## src/spd_map.svh

```systemverilog
// Constants for the serial packer and disconnect controller
`ifndef SPD_MAP_SVH
`define SPD_MAP_SVH
// ****************************************************************
// Register offsets (byte addresses)
// ****************************************************************
`define SPD_OFF_CLOSE_CTL 8'h00
`define SPD_OFF_IDLE_TIME 8'h04
`define SPD_OFF_PKT_LEN 8'h08
`define SPD_OFF_DELIM 8'h0C
`define SPD_OFF_FLUSH_TIME 8'h10
`define SPD_OFF_STATUS 8'h14
`define SPD_OFF_COUNTS 8'h18
// ****************************************************************
// Field positions
// ****************************************************************
`define SPD_CTL_ENABLE_BIT 0
`define SPD_CTL_CHAR_LSB 8
`define SPD_DLM_D1_LSB 0
`define SPD_DLM_D2_LSB 8
`define SPD_DLM_MATCH1_BIT 16
`define SPD_DLM_PROC_LSB 20
// ****************************************************************
// Reset values and size limits
// ****************************************************************
`define SPD_RST_END_CHAR 8'h04
`define SPD_RST_MATCH1 1'b0
`define SPD_BUF_DEPTH 1024
`define SPD_MAX_PKT_LEN 11'h0400
// ****************************************************************
// Timing: one millisecond at 125 MHz
// ****************************************************************
`define SPD_CLK_HZ 125000000
`define SPD_TICK_MS 1
`define SPD_TICK_CYCLES ((`SPD_CLK_HZ / 1000) * `SPD_TICK_MS)
`define SPD_PROBE_MS 1000
`endif

```

## src/spd_pkg.sv

```systemverilog
// Types for the serial packer and disconnect controller
package spd_pkg;
  typedef enum logic [3:0] {
    SPD_ST_LISTEN = 4'b0001,
    SPD_ST_OPEN = 4'b0010,
    SPD_ST_PROBE = 4'b0100,
    SPD_ST_CLOSE = 4'b1000
  } spd_conn_e;
  typedef struct packed {
    logic valid;
    logic [7:0] data;
  } spd_byte_s;
  typedef struct packed {
    logic valid;
    logic [10:0] len;
  } spd_frame_s;
endpackage : spd_pkg

```

## src/spd_packer.sv

```systemverilog
// Serial byte packer and TCP disconnect controller
// Function
// - Close connection on matching end character when end-character close is enabled.
// - End character is 8-bit configurable, default 04.
// - Idle disconnect time zero never closes on quiet line.
// - Idle time 1..65535 ms closes when no rx or tx serial data; the probe state clears the timer, so above 1000 ms it never idle-closes.
// - After idle close, return to listening state.
// - Probe remote periodically; close if probe goes unanswered.
// - Packet length zero means no length limit.
// - Packet length 1..1024 releases frame when count reaches it.
// - Delimiters are 8-bit; none defined forwards every byte at once.
// - With delimiters, hold bytes until delimiter arrives, then release.
// - Delimiter 2 zero means single char; both zero disables delimiting.
// - Full 1K buffer releases frame and empties buffer.
// - One-byte match releases on either delimiter value.
// - Two-byte match releases on delimiter 1 then delimiter 2.
// - Post-delimiter handling needs delimiter 1; with both in two-byte match, after both.
// - Release at delimiter, or after one or two extra bytes.
// - Flush timeout zero disables time-based flush.
// - Flush timeout 1..65535 ms releases when no byte arrives.
//
// The plain strobed port and the address map were decided locally.
`timescale 1ns/1ps
`include "spd_map.svh"
module spd_packer
  import spd_pkg::*;
(
  input wire logic i_clk,
  input wire logic i_reset_n,
  input wire logic [7:0] i_addr,
  input wire logic [31:0] i_wdata,
  input wire logic i_wr,
  input wire logic i_rd,
  output logic [31:0] o_rdata,
  input wire spd_byte_s i_rx,
  input wire logic i_tx_act,
  input wire logic i_conn_up,
  input wire logic i_probe_ack,
  output spd_byte_s o_net,
  output spd_frame_s o_frame,
  output logic o_close,
  output logic o_listen,
  output logic o_probe
);
  // ****************************************************************
  // Configuration registers, byte buffer, counters and connection state
  // ****************************************************************
  logic end_char_close_enable_r;
  logic [7:0] end_char_value_r;
  logic [15:0] idle_time_r;
  logic [10:0] pkt_len_r;
  logic [7:0] delim1_r;
  logic [7:0] delim2_r;
  logic match1_r;
  logic [1:0] proc_r;
  logic [15:0] flush_time_r;
  logic [10:0] count_r;
  logic [7:0] buf_mem [0:`SPD_BUF_DEPTH-1];
  logic [31:0] frames_r;
  logic [31:0] closes_r;
  spd_conn_e conn_r;

  // Register writes
  always_ff @(posedge i_clk or negedge i_reset_n) begin
    if (!i_reset_n) begin
      end_char_close_enable_r <= 1'b0;
      end_char_value_r <= `SPD_RST_END_CHAR;
      idle_time_r <= 16'h0000;
      pkt_len_r <= 11'h000;
      delim1_r <= 8'h00;
      delim2_r <= 8'h00;
      match1_r <= `SPD_RST_MATCH1;
      proc_r <= 2'h0;
      flush_time_r <= 16'h0000;
    end else if (i_wr) begin
      case (i_addr)
        `SPD_OFF_CLOSE_CTL: begin
          end_char_close_enable_r <= i_wdata[`SPD_CTL_ENABLE_BIT];
          end_char_value_r <= i_wdata[`SPD_CTL_CHAR_LSB +: 8];
        end
        `SPD_OFF_IDLE_TIME: idle_time_r <= i_wdata[15:0];
        `SPD_OFF_PKT_LEN: begin
          // Values above 1024 clip to the buffer size
          if (i_wdata > 32'(`SPD_MAX_PKT_LEN)) begin
            pkt_len_r <= `SPD_MAX_PKT_LEN;
          end else begin
            pkt_len_r <= i_wdata[10:0];
          end
        end
        `SPD_OFF_DELIM: begin
          delim1_r <= i_wdata[`SPD_DLM_D1_LSB +: 8];
          delim2_r <= i_wdata[`SPD_DLM_D2_LSB +: 8];
          match1_r <= i_wdata[`SPD_DLM_MATCH1_BIT];
          proc_r <= i_wdata[`SPD_DLM_PROC_LSB +: 2];
        end
        `SPD_OFF_FLUSH_TIME: flush_time_r <= i_wdata[15:0];
        default: ;
      endcase
    end
  end

  // Read data one cycle after the strobe; unmapped reads as zero
  always_ff @(posedge i_clk or negedge i_reset_n) begin
    if (!i_reset_n) begin
      o_rdata <= 32'h0000_0000;
    end else if (i_rd) begin
      case (i_addr)
        `SPD_OFF_CLOSE_CTL: o_rdata <= {16'h0000, end_char_value_r, 7'h00,
                                        end_char_close_enable_r};
        `SPD_OFF_IDLE_TIME: o_rdata <= {16'h0000, idle_time_r};
        `SPD_OFF_PKT_LEN: o_rdata <= {21'h00_0000, pkt_len_r};
        `SPD_OFF_DELIM: o_rdata <= {10'h000, proc_r, 3'h0, match1_r, delim2_r, delim1_r};
        `SPD_OFF_FLUSH_TIME: o_rdata <= {16'h0000, flush_time_r};
        `SPD_OFF_STATUS: o_rdata <= {17'h0_0000, count_r, conn_r};
        `SPD_OFF_COUNTS: o_rdata <= {frames_r[15:0], closes_r[15:0]};
        default: o_rdata <= 32'h0000_0000;
      endcase
    end else begin
      o_rdata <= 32'h0000_0000;
    end
  end

  // ****************************************************************
  // Millisecond tick
  // ****************************************************************
  logic [16:0] tick_cnt_r;
  logic tick_ms;
  assign tick_ms = (tick_cnt_r == 17'(`SPD_TICK_CYCLES - 1));

  // Divider producing a one-cycle pulse each millisecond
  always_ff @(posedge i_clk or negedge i_reset_n) begin
    if (!i_reset_n) begin
      tick_cnt_r <= 17'h0_0000;
    end else if (tick_ms) begin
      tick_cnt_r <= 17'h0_0000;
    end else begin
      tick_cnt_r <= tick_cnt_r + 17'h0_0001;
    end
  end

  // ****************************************************************
  // Delimiter match and release decision
  // ****************************************************************
  logic d1_on;
  logic d2_on;
  logic dlm_on;
  logic prev_d1_r;
  logic dlm_hit;
  logic [1:0] post_cnt_r;
  logic post_arm_r;
  logic post_done;
  logic len_hit;
  logic full_hit;
  logic flush_hit;
  logic release_now;
  logic [10:0] count_inc;
  logic [15:0] flush_ms_r;

  assign d1_on = (delim1_r != 8'h00);
  assign d2_on = (delim2_r != 8'h00);
  assign dlm_on = d1_on || d2_on;
  assign count_inc = count_r + 11'h001;

  // Match on the current byte
  always_comb begin
    dlm_hit = 1'b0;
    if (i_rx.valid && dlm_on) begin
      if (!d2_on) begin
        dlm_hit = (i_rx.data == delim1_r);
      end else if (!d1_on) begin
        dlm_hit = (i_rx.data == delim2_r);
      end else if (match1_r) begin
        dlm_hit = (i_rx.data == delim1_r) || (i_rx.data == delim2_r);
      end else begin
        dlm_hit = prev_d1_r && (i_rx.data == delim2_r);
      end
    end
  end

  // Trailing byte counter after the delimiter
  assign post_done = post_arm_r && i_rx.valid && (post_cnt_r == 2'h1);

  always_ff @(posedge i_clk or negedge i_reset_n) begin
    if (!i_reset_n) begin
      prev_d1_r <= 1'b0;
      post_arm_r <= 1'b0;
      post_cnt_r <= 2'h0;
    end else if (i_rx.valid) begin
      prev_d1_r <= (i_rx.data == delim1_r);
      if (post_arm_r) begin
        post_cnt_r <= post_cnt_r - 2'h1;
        if (post_cnt_r == 2'h1) begin
          post_arm_r <= 1'b0;
        end
      end else if (dlm_hit && d1_on && (proc_r == 2'h1 || proc_r == 2'h2)) begin
        post_arm_r <= 1'b1;
        post_cnt_r <= proc_r;
      end
    end else if (release_now) begin
      post_arm_r <= 1'b0;
    end
  end

  assign len_hit = i_rx.valid && (pkt_len_r != 11'h000) && (count_inc >= pkt_len_r);
  assign full_hit = i_rx.valid && (count_inc == 11'(`SPD_BUF_DEPTH));
  assign flush_hit = (flush_time_r != 16'h0000) && (count_r != 11'h000) && tick_ms &&
                     (flush_ms_r + 16'h0001 >= flush_time_r) && !i_rx.valid;

  // Release decision from all sources
  always_comb begin
    release_now = len_hit || full_hit || flush_hit || post_done;
    if (i_rx.valid && !dlm_on) begin
      release_now = 1'b1;
    end
    if (dlm_hit && !(d1_on && (proc_r == 2'h1 || proc_r == 2'h2))) begin
      release_now = 1'b1;
    end
  end

  // Quiet-line timer for the flush timeout; zero disables it
  always_ff @(posedge i_clk or negedge i_reset_n) begin
    if (!i_reset_n) begin
      flush_ms_r <= 16'h0000;
    end else if (i_rx.valid || release_now || flush_time_r == 16'h0000) begin
      flush_ms_r <= 16'h0000;
    end else if (tick_ms) begin
      flush_ms_r <= flush_ms_r + 16'h0001;
    end
  end

  // ****************************************************************
  // Buffer, byte stream to network and frame marker
  // ****************************************************************
  always_ff @(posedge i_clk) begin
    if (i_rx.valid) begin
      buf_mem[count_r[9:0]] <= i_rx.data;
    end
  end

  // Byte count; a release empties the buffer
  always_ff @(posedge i_clk or negedge i_reset_n) begin
    if (!i_reset_n) begin
      count_r <= 11'h000;
    end else if (release_now) begin
      count_r <= 11'h000;
    end else if (i_rx.valid) begin
      count_r <= count_inc;
    end
  end

  // Bytes pass to the network side as they are buffered
  always_ff @(posedge i_clk or negedge i_reset_n) begin
    if (!i_reset_n) begin
      o_net <= '0;
    end else begin
      o_net <= i_rx;
    end
  end

  // Frame end marker with length, one cycle after the closing byte
  always_ff @(posedge i_clk or negedge i_reset_n) begin
    if (!i_reset_n) begin
      o_frame <= '0;
      frames_r <= 32'h0000_0000;
    end else begin
      o_frame.valid <= release_now;
      o_frame.len <= i_rx.valid ? count_inc : count_r;
      if (release_now) begin
        frames_r <= frames_r + 32'h0000_0001;
      end
    end
  end

  // ****************************************************************
  // Connection control
  // ****************************************************************
  logic [15:0] idle_ms_r;
  logic [15:0] probe_ms_r;
  logic eot_hit;
  logic idle_hit;

  assign eot_hit = end_char_close_enable_r && i_rx.valid &&
                   (i_rx.data == end_char_value_r);
  assign idle_hit = (idle_time_r != 16'h0000) && tick_ms &&
                    (idle_ms_r + 16'h0001 >= idle_time_r);

  // Quiet-line timer for idle disconnect; rx and tx both restart it
  always_ff @(posedge i_clk or negedge i_reset_n) begin
    if (!i_reset_n) begin
      idle_ms_r <= 16'h0000;
    end else if (i_rx.valid || i_tx_act || conn_r != SPD_ST_OPEN) begin
      idle_ms_r <= 16'h0000;
    end else if (tick_ms) begin
      idle_ms_r <= idle_ms_r + 16'h0001;
    end
  end

  // Probe interval timer
  always_ff @(posedge i_clk or negedge i_reset_n) begin
    if (!i_reset_n) begin
      probe_ms_r <= 16'h0000;
    end else if (conn_r != SPD_ST_OPEN && conn_r != SPD_ST_PROBE) begin
      probe_ms_r <= 16'h0000;
    end else if (tick_ms) begin
      if (probe_ms_r == 16'(`SPD_PROBE_MS - 1)) begin
        probe_ms_r <= 16'h0000;
      end else begin
        probe_ms_r <= probe_ms_r + 16'h0001;
      end
    end
  end

  // Connection state machine
  always_ff @(posedge i_clk or negedge i_reset_n) begin
    if (!i_reset_n) begin
      conn_r <= SPD_ST_LISTEN;
      closes_r <= 32'h0000_0000;
    end else begin
      case (conn_r)
        SPD_ST_LISTEN: begin
          if (i_conn_up) begin
            conn_r <= SPD_ST_OPEN;
          end
        end
        SPD_ST_OPEN: begin
          if (eot_hit || idle_hit || !i_conn_up) begin
            conn_r <= SPD_ST_CLOSE;
          end else if (tick_ms && probe_ms_r == 16'(`SPD_PROBE_MS - 1)) begin
            conn_r <= SPD_ST_PROBE;
          end
        end
        SPD_ST_PROBE: begin
          if (eot_hit || idle_hit || !i_conn_up) begin
            conn_r <= SPD_ST_CLOSE;
          end else if (i_probe_ack) begin
            conn_r <= SPD_ST_OPEN;
          end else if (tick_ms && probe_ms_r == 16'(`SPD_PROBE_MS - 1)) begin
            conn_r <= SPD_ST_CLOSE;
          end
        end
        SPD_ST_CLOSE: begin
          conn_r <= SPD_ST_LISTEN;
          closes_r <= closes_r + 32'h0000_0001;
        end
        default: conn_r <= SPD_ST_LISTEN;
      endcase
    end
  end

  // Status outputs decoded from the state; the probe pulse also needs a tick with the probe timer at zero
  always_comb begin
    o_close = (conn_r == SPD_ST_CLOSE);
    o_listen = (conn_r == SPD_ST_LISTEN);
    o_probe = (conn_r == SPD_ST_PROBE) && (probe_ms_r == 16'h0000) && tick_ms;
  end
endmodule : spd_packer

```

## config.mk

```make
export PLATFORM = sky130hd
export DESIGN_NAME = spd_packer
export DESIGN_NICKNAME = d
export VERILOG_FILES = /design/src/spd_pkg.sv /design/src/spd_packer.sv
export VERILOG_INCLUDE_DIRS = /design/src /design/src/src
export SDC_FILE = /design/constraint.sdc
export NUM_CORES = 1
export LEC_CHECK = 0
export BUFFER_PORTS_ARGS = -buffer_cell sky130_fd_sc_hd__buf_2
export CORE_MARGIN = 4
export CORE_UTILIZATION = 30
export CTS_CLUSTER_DIAMETER = 80
export CTS_CLUSTER_SIZE = 12
export DETAILED_ROUTE_END_ITERATION = 10
export MAX_ROUTING_LAYER = met4
export PLACE_DENSITY = 0.43
export SKIP_CTS_REPAIR_TIMING = 1
export SLEW_MARGIN = 20
export SYNTH_ARGS = -nofsm -noshare
export SYNTH_HDL_FRONTEND = slang
export SYNTH_SLANG_ARGS = --single-unit
```

## constraint.sdc

```tcl
create_clock -name i_clk -period 4.32 [get_ports i_clk]
set_input_delay 1.296 -clock i_clk [delete_from_list [all_inputs] [get_ports i_clk]]
set_output_delay 1.296 -clock i_clk [all_outputs]
set_load 0.005 [all_outputs]
```

==> results of run 1 <==
## area by class of cell
type / instances / area [um2] / area share
Tap cell: 532 / 666 / 0.0463
Clock inverter: 5 / 72.6 / 0.00505
Clock buffer: 28 / 637 / 0.0443
Inverter: 52 / 195 / 0.0136
Timing Repair Buffer: 131 / 753 / 0.0524
Sequential cell: 240 / 6010 / 0.418
Multi-Input combinational cell: 847 / 6050 / 0.421
## per-layer routing
layer	share of wire	routed length, um	vias to the layer above
met1	0.45	15900	4517
met3	0.045	1580	35
li1	-	-	4412
met4	0.019	658	0
met2	0.49	17300	181
met5	0	0	-
## final timing paths
path	start	end	slack (ns)
setup / recovery	flush_ms_r[0]	frames_r[1]	0.37
hold reg to reg	frames_r[15]	frames_r[15]	0.46
hold / removal	frames_r[15]	frames_r[15]	0.46
min in group asynchronous	i_reset_n	o_rdata[8]	0.76
setup reg to reg	flush_ms_r[0]	frames_r[1]	0.37
max in group asynchronous	i_reset_n	idle_ms_r[4]	2.79
## placed cells by master, fill, tap and decap left out, drive strengths merged, types with 3 or more instances in the layout
cell type / n
nand3: 54
and2b: 4
and2: 11
nor2b: 11
buf: 131
a21oi: 28
a21o: 5
ha: 54
a22o: 10
nor3: 15
o21ai: 31
nand3b: 3
mux2: 63
and4: 8
a41oi: 4
xnor2: 82
mux2i: 3
or4: 5
nand4: 29
xor2: 69
inv: 54
clkbuf: 28
a31oi: 16
nand2: 89
nor4: 25
and3: 32
o21a: 3
or3: 13
nor2: 87
nand2b: 10
a22oi: 45
dfrtp: 238
a222oi: 5
nor4b: 6
## metrics by stage
stage | power (mW) | setup slack (ns) | std cells | cell area (um2)
detailed placement | 3.17 | 0.391 | 1802 | 13700
global route | 5.42 | 0.0657 | 1835 | 14400
global placement | 3.16 | 0.440 | 1802 | 13700
floorplan | 2.87 | 1.01 | 1179 | 12500
CTS | 5.25 | 0.367 | 1835 | 14400
finish | 5.15 | 0.366 | 1835 | 14400
## cell families after synthesis
| family | share of synthesized area |
|---|---|
| XOR/XNOR | 0.106 |
| AND/OR/NAND/NOR | 0.172 |
| adder cells (fa/ha/maj) | 0.0541 |
| buffers and inverters | 0.0344 |
| AO/OA/AOI/OAI | 0.0929 |
| multiplexers | 0.0592 |
| flip-flops | 0.481 |
## report_power, final
part / internal (mW) / total [mW] / switching [mW]
sequential: 2.36 / 2.51 / 0.158
clock: 1.11 / 2.04 / 0.933
combinational: 0.244 / 0.596 / 0.352
total: 3.71 / 5.15 / 1.44
## sequential cells by signal, indices dropped and copies added, names as in the netlist, 12 cells and up
name          count
o_rdata          32
tick_cnt_r       17
closes_r         16
flush_ms_r       16
flush_time_r     16
frames_r         16
idle_ms_r        16
idle_time_r      16
probe_ms_r       16
o_frame          12
==> impl_metrics.env, run 1 <==
export IMPL_cp_arrival_ns=4.40
export IMPL_fin_util=0.351
export IMPL_synth_top_area_share=0.477
export IMPL_n_antenna_cell=0
export IMPL_numCtsBuffers=25
export IMPL_grt_pass1_wl_um=55800
export IMPL_synthCells=1179
export IMPL_drt_wl_total_um=35400
export IMPL_synth_area_leader_cell="dfrtp_1"
export IMPL_hpwl_um=26100
export IMPL_hold_depth=1
export IMPL_hp_class="reg -> reg"
export IMPL_die_w_um=212
export IMPL_startpoint_type="flop"
export IMPL_crit_path_end_kind="flop"
export IMPL_dieArea_um2=44900
export IMPL_grt_busiest_layer="met2"
export IMPL_yosys_most_used_dff="dfrtp_1"
export IMPL_htree_levels=1
export IMPL_status="finished, final reports clean"
export IMPL_fin_worst_skew_ns=0.0319
export IMPL_synth_cell_types=68
export IMPL_ys_warn_count=0
export IMPL_std_cell_rows=74
export IMPL_synth_edf_count=0
export IMPL_drv_cap=0
export IMPL_yosys_top_cells_count="238 x dfrtp_1, 89 x nand2_1, 87 x nor2_1"
export IMPL_clk_insertion_delay_late_ns=0.57
export IMPL_critPathSlowestCell="or4_1"
export IMPL_r2r_cells=13
export IMPL_max_slew_margin=0.397
export IMPL_netlist_area_um2=12500
export IMPL_whs_ns=0.463
export IMPL_syn_avg_cell_area_um2=10.6
export IMPL_drc=0
export IMPL_core_um2=41000
export IMPL_drive_gt1_frac=0.188
export IMPL_path_max_fanout=21
export IMPL_grt_pass1_vias=9301
export IMPL_crit_chain="nand3_1, or4_1, nor2_1, and3_1, nand3_1, xnor2_1, ha_1, a21oi_1, o21ai_0, a41oi_1, a211o_1, o2111ai_4, mux2_2"
export IMPL_cts_tree="yes"
export IMPL_gr_usage_met1=0.213
export IMPL_seq_area_frac_synth=0.481
export IMPL_irDropWorstVdd_mv=0.286
export IMPL_grtUsageMet3=0.0212
export IMPL_max_freq_mhz=253
export IMPL_cts_root_buf="clkbuf_16"
export IMPL_antenna_found_initial=1
export IMPL_ant_nets=0
export IMPL_wl_per_cell_um=19.3
export IMPL_viasPerCell=4.98
export IMPL_grtUsageTotal=0.162
export IMPL_die_y_um=212
export IMPL_finalSetupViolations=0
export IMPL_ys_seq_elements=240
export IMPL_drt_iter0_markers=553
export IMPL_num_io_pins=112
export IMPL_slowest_delay_ns=0.55
export IMPL_clkSinkCount=240
export IMPL_grt_max_degree=85
export IMPL_hold_viol=0
export IMPL_path_delay_family="simple AND/OR/NAND/NOR gates"
export IMPL_crit_cells=13
export IMPL_gp_congestion=0.811
export IMPL_fin_tns_setup_ns=0
export IMPL_cp_required_ns=4.77
export IMPL_rsz0062_at_grt="no"
export IMPL_p_per_area_nw_per_um2=358
export IMPL_fill_cells=4172
export IMPL_finalCritPeriodShare=0.915
export IMPL_crit_type="reg -> reg"
export IMPL_syn_nets=1289
export IMPL_tightest_slew_ns=0.896
export IMPL_vias=9145
export IMPL_crit_buf_inv=0
export IMPL_synth_most_common_cell="dfrtp_1"
export IMPL_slew_viol_final=0
export IMPL_gr_total_overflow=0
export IMPL_syn_to_final_growth_pct=15.2
export IMPL_drt_pass1_iter_count=5
export IMPL_clk_pin_slew_ns=0.07
export IMPL_ys_top_cells_by_area="dfrtp_1 48%, xnor2_1 5.8%, mux2_2 5.7%"
export IMPL_power_leakage_nw=6.49
export IMPL_fin_crit_ns=3.95
export IMPL_crit_top_cell="nand3_1"
export IMPL_finalNetCount=1407
export IMPL_initial_core_util=0.304
export IMPL_io_buffers=111
export IMPL_ys_async_sr_fraction=1.00
export IMPL_grtUsageMet2=0.270
export IMPL_clk_path_buf_depth=3
Power figures use the tool's default switching activity.
==> inputs of run 2 (changes only) <==
CTS_BUF_LIST = sky130_fd_sc_hd__clkbuf_8 sky130_fd_sc_hd__clkbuf_16   (was not set)
==> run 2 against run 1 <==
- sequential cell count stayed put
- critical path type unchanged
- highest routed layer unchanged
- first-iteration DRC count stayed put
- largest power group unchanged
- clock-buffer cell count decreased by 3
- cell count did not move
- maximum frequency about the same
- via count about the same
- register-to-register slack about the same
==> impl_metrics.env, run 2 (synthesis results as in run 1) <==
export IMPL_largest_reg_flops=32
export IMPL_layout_commonest_cell="dfrtp_1"
export IMPL_grt_pass1_wl_um=55800
export IMPL_rsz0062_at_grt="no"
export IMPL_max_freq_mhz=253
export IMPL_gr_total_overflow=0
export IMPL_finalCritPeriodShare=0.915
export IMPL_gp_congestion=0.811
export IMPL_fill_cells=4172
export IMPL_finalSetupViolations=0
export IMPL_dp_slack_ns=0.391
export IMPL_viasPerCell=4.99
export IMPL_fin_util=0.351
export IMPL_postPlaceCellArea_um2=13700
export IMPL_crit_type="reg -> reg"
export IMPL_dieArea_um2=44900
export IMPL_slew_viol_final=0
export IMPL_drt_pass1_iter_count=5
export IMPL_power_mw=5.14
export IMPL_clk_pin_slew_ns=0.07
export IMPL_ant_nets=0
export IMPL_drive_gt1_frac=0.188
export IMPL_dpl_cell_count=1802
export IMPL_top_regs="o_rdata (32), tick_cnt_r (17)"
export IMPL_crit_top_cell="nand3_1"
export IMPL_io_buffers=111
export IMPL_final_area_um2=14400
export IMPL_power_leakage_nw=6.50
export IMPL_path_max_fanout=21
export IMPL_final_cell_mix="238 x dfrtp_1, 110 x buf_2, 89 x nand2_1"
export IMPL_crit_path_end_kind="flop"
export IMPL_clk_path_buf_depth=3
export IMPL_cts_root_buf="clkbuf_16"
export IMPL_finalNetCount=1407
export IMPL_status="finished, final reports clean"
export IMPL_die_w_um=212
export IMPL_syn_to_final_growth_pct=15.2
export IMPL_antenna_found_initial=1
export IMPL_hpwl_um=26100
export IMPL_htree_levels=1
export IMPL_cp_arrival_ns=4.40
export IMPL_vias=9148
export IMPL_fin_tns_setup_ns=0
export IMPL_crit_buf_inv=0
export IMPL_grt_max_degree=85
export IMPL_drt_iter0_markers=553
export IMPL_grt_pass1_vias=9301
export IMPL_hp_class="reg -> reg"
export IMPL_clk_insertion_delay_late_ns=0.57
export IMPL_startpoint_type="flop"
export IMPL_cp_required_ns=4.77
export IMPL_finalNonFillerCells=1835
export IMPL_fin_ws_ns=0.366
export IMPL_clkSinkCount=240
export IMPL_top_register="o_rdata"
export IMPL_tightest_slew_ns=0.896
export IMPL_path_delay_family="simple AND/OR/NAND/NOR gates"
export IMPL_drc=0
export IMPL_slowest_delay_ns=0.55
export IMPL_fin_worst_skew_ns=0.0322
export IMPL_numCtsBuffers=25
export IMPL_n_antenna_cell=0
export IMPL_whs_ns=0.463
export IMPL_num_io_pins=112
export IMPL_p_per_area_nw_per_um2=358
export IMPL_grtUsageTotal=0.162
export IMPL_cts_tree="yes"
export IMPL_crit_chain="nand3_1, or4_1, nor2_1, and3_1, nand3_1, xnor2_1, ha_1, a21oi_1, o21ai_0, a41oi_1, a211o_1, o2111ai_4, mux2_2"
export IMPL_drt_wl_total_um=35400
export IMPL_max_slew_margin=0.397
export IMPL_core_um2=41000
export IMPL_hold_viol=0
export IMPL_die_y_um=212
export IMPL_fin_crit_ns=3.95
export IMPL_drv_cap=0
export IMPL_initial_core_util=0.304
export IMPL_wl_per_cell_um=19.3
export IMPL_critPathSlowestCell="or4_1"
export IMPL_std_cell_rows=74
export IMPL_irDropWorstVdd_mv=0.286
[run 2: cell count changes in the layout (fill, tap and decap cells not counted), sizes merged]
| cell | previous run | this run |
|---|---|---|
| clkbuf | 28 | 25 |
| inv | 54 | 57 |
[run 2: area by class of cell]
| cell class | count | area [um2] | area share |
|---|---|---|---|
| clock inverters | 8 | 83.8 | 0.00583 |
| clock buffers | 25 | 626 | 0.0435 |
| inverters | 52 | 195 | 0.0136 |
| flip-flops and latches | 240 | 6010 | 0.418 |
| multi-input cells | 847 | 6050 | 0.421 |
| repair buffers | 131 | 753 | 0.0524 |
| well taps | 532 | 666 | 0.0463 |
[run 2: final timing paths]
path                                end           from  cells past startpoint  slack, ns
hold / removal             frames_r[15]   frames_r[15]                      1       0.46
hold reg to reg            frames_r[15]   frames_r[15]                      1       0.46
setup / recovery            frames_r[1]  flush_ms_r[0]                     13       0.37
min in group asynchronous    o_rdata[8]      i_reset_n                      1       0.76
max in group asynchronous  idle_ms_r[4]      i_reset_n                      2       2.79
setup reg to reg            frames_r[1]  flush_ms_r[0]                     13       0.37
[run 2: per-layer routing]
layer | track usage | vias up | share of wire
met2 | 0.270 | 185 | 0.49
li1 | - | 4413 | -
met4 | 0.0347 | 0 | 0.019
met3 | 0.0212 | 35 | 0.045
met5 | - | - | 0
met1 | 0.213 | 4515 | 0.45
[run 2: report_power, final]
part	switching, mW	total, mW	internal [mW]
sequential	0.158	2.51	2.36
clock	0.934	2.03	1.10
combinational	0.352	0.596	0.244
total	1.44	5.14	3.70
==> inputs of run 3 (changes only) <==
CORE_UTILIZATION = 40   (was 30)
PLACE_DENSITY = 0.54   (was 0.43)
==> run 3 against run 2 <==
- maximum frequency is 1.1% higher
- sequential power is essentially flat
- hold slack better by 0.0038 ns
- clock-buffer cell count down 2
- clock power fell by 12%
- via count increased by 1.8%
- clock skew decreased by 0.023 ns
- first-iteration DRC count is 8.0% higher
- register-to-register slack gained 0.04 ns
- setup slack improved by 0.042 ns
- sequential share of layout area is 0.68 points higher
==> impl_metrics.env, run 3 (synthesis results as in run 1) <==
export IMPL_path_max_fanout=17
export IMPL_clk_path_buf_depth=3
export IMPL_die_y_um=185
export IMPL_drt_pass1_iter_count=6
export IMPL_clk_insertion_delay_late_ns=0.51
export IMPL_worstHoldStart="frames_r[15]"
export IMPL_num_io_pins=112
export IMPL_gp_congestion=0.854
export IMPL_crit_buf_inv=1
export IMPL_fin_tns_setup_ns=0
export IMPL_hp_class="reg -> reg"
export IMPL_gr_usage_met1=0.262
export IMPL_slowest_delay_ns=0.58
export IMPL_finalCritPeriodShare=0.905
export IMPL_cts_tree="yes"
export IMPL_p_per_area_nw_per_um2=346
export IMPL_largest_reg_flops=32
export IMPL_hold_depth=1
export IMPL_std_cell_rows=64
export IMPL_fin_worst_skew_ns=0.00909
export IMPL_drive_gt1_frac=0.183
export IMPL_grtUsageMet3=0.0306
export IMPL_rsz0062_at_grt="no"
export IMPL_startpoint_type="flop"
export IMPL_max_slew_margin=0.443
export IMPL_max_freq_mhz=256
export IMPL_ant_nets=0
export IMPL_numCtsBuffers=23
export IMPL_crit_type="reg -> reg"
export IMPL_critPathSlowestCell="or4_1"
export IMPL_syn_to_final_growth_pct=13.4
export IMPL_grt_busiest_layer="met2"
export IMPL_dieArea_um2=34100
export IMPL_gr_total_overflow=0
export IMPL_slew_viol_final=0
export IMPL_cp_arrival_ns=4.36
export IMPL_finalNetCount=1407
export IMPL_crit_path_end_kind="flop"
export IMPL_grtUsageMet2=0.320
export IMPL_initial_core_util=0.407
export IMPL_wl_per_cell_um=19.3
export IMPL_status="finished, final reports clean"
export IMPL_die_w_um=185
export IMPL_vias=9310
export IMPL_core_um2=30700
export IMPL_top_regs="o_rdata (32), tick_cnt_r (17)"
export IMPL_drt_wl_total_um=33100
export IMPL_crit_cells=14
export IMPL_drv_cap=0
export IMPL_irDropWorstVdd_mv=0.224
export IMPL_top_register="o_rdata"
export IMPL_drt_iter0_markers=597
export IMPL_hpwl_um=24500
export IMPL_antenna_found_initial=2
export IMPL_io_buffers=111
export IMPL_htree_levels=1
export IMPL_finalSetupViolations=0
export IMPL_viasPerCell=5.44
export IMPL_power_leakage_nw=6.53
export IMPL_dpl_cell_count=1668
export IMPL_drc=0
export IMPL_grt_pass1_vias=9048
export IMPL_tightest_slew_ns=0.827
export IMPL_crit_chain="nand2_1, or4_1, nor2_1, and3_1, nand3_1, xnor2_1, ha_1, a21oi_1, o21ai_0, a41oi_1, a211o_1, o2111ai_4, buf_4, and2b_2"
export IMPL_layout_commonest_cell="dfrtp_1"
export IMPL_reg2reg_from="flush_ms_r[2]"
export IMPL_grt_max_degree=93
export IMPL_cp_required_ns=4.77
export IMPL_cts_root_buf="clkbuf_16"
export IMPL_final_cell_mix="238 x dfrtp_1, 110 x buf_2, 89 x nand2_1"
export IMPL_grt_pass1_wl_um=52000
export IMPL_clkSinkCount=240
export IMPL_path_delay_family="simple AND/OR/NAND/NOR gates"
export IMPL_hold_viol=0
export IMPL_r2r_cells=14
export IMPL_startpoint="flush_ms_r[2]"
export IMPL_clk_pin_slew_ns=0.06
export IMPL_fin_crit_ns=3.91
export IMPL_finalNonFillerCells=1711
export IMPL_grtUsageTotal=0.198
## run 3: changes by cell type in the layout (fill, tap and decap cells not counted)
| cell | delta |
|---|---|
| diode_2 | +2 |
| inv_16 | -1 |
| clkbuf_16 | -2 |
| buf_4 | +3 |
| inv_1 | +15 |
| clkinv_2 | -1 |
| clkinv_4 | -1 |
| bufinv_16 | -1 |
| inv_6 | -1 |
| buf_12 | -1 |
## run 3: layer usage
| metal | vias up | routed length (um) |
|---|---|---|
| met4 | 0 | 790 |
| met3 | 52 | 1930 |
| met2 | 243 | 15800 |
| met1 | 4572 | 14500 |
| li1 | 4443 | - |
| met5 | - | 0 |
## run 3: through the flow
stage,cell area (um2),utilization,hold slack [ns],power (mW),setup slack [ns]
after global routing,14200,0.461,0.499,5.15,0.0178
final,14200,0.461,0.467,4.90,0.409
after CTS,14100,0.461,0.471,4.98,0.371
after global placement,13500,0.440,0.458,3.14,0.478
after floorplan,12500,-,0.438,2.87,1.01
after detailed placement,13500,0.440,0.467,3.16,0.387
## run 3: final timing paths
kind                                endpoint  slack (ns)
worst max-delay path              count_r[1]        0.41
worst min-delay path            frames_r[15]        0.47
worst max register to register    count_r[1]        0.41
worst min register to register  frames_r[15]        0.47
max in group asynchronous        o_rdata[13]        2.55
min in group asynchronous         o_frame[1]        0.79
## run 3: worst register-to-register path, stage by stage (launching register included)
cell	delay, ns
dfrtp_1	0.43
nand2_1	0.09
or4_1	0.58
nor2_1	0.23
and3_1	0.28
nand3_1	0.11
xnor2_1	0.14
ha_1	0.31
a21oi_1	0.15
o21ai_0	0.12
a41oi_1	0.20
a211o_1	0.28
o2111ai_4	0.37
buf_4	0.33
and2b_2	0.22
## run 3: final cells by class
type	instances	area [um2]
Sequential cell	240	6010
Tap cell	396	495
Inverter	52	195
Multi-Input combinational cell	847	6050
Fill cell	2929	16500
Antenna cell	2	5.00
Clock inverter	18	67.6
Timing Repair Buffer	133	756
Clock buffer	23	576
## run 3: power breakdown
| group | total, mW | switching [mW] | internal [mW] |
|---|---|---|---|
| sequential | 2.50 | 0.148 | 2.36 |
| combinational | 0.600 | 0.351 | 0.249 |
| clock | 1.79 | 0.836 | 0.956 |
| total | 4.90 | 1.34 | 3.56 |
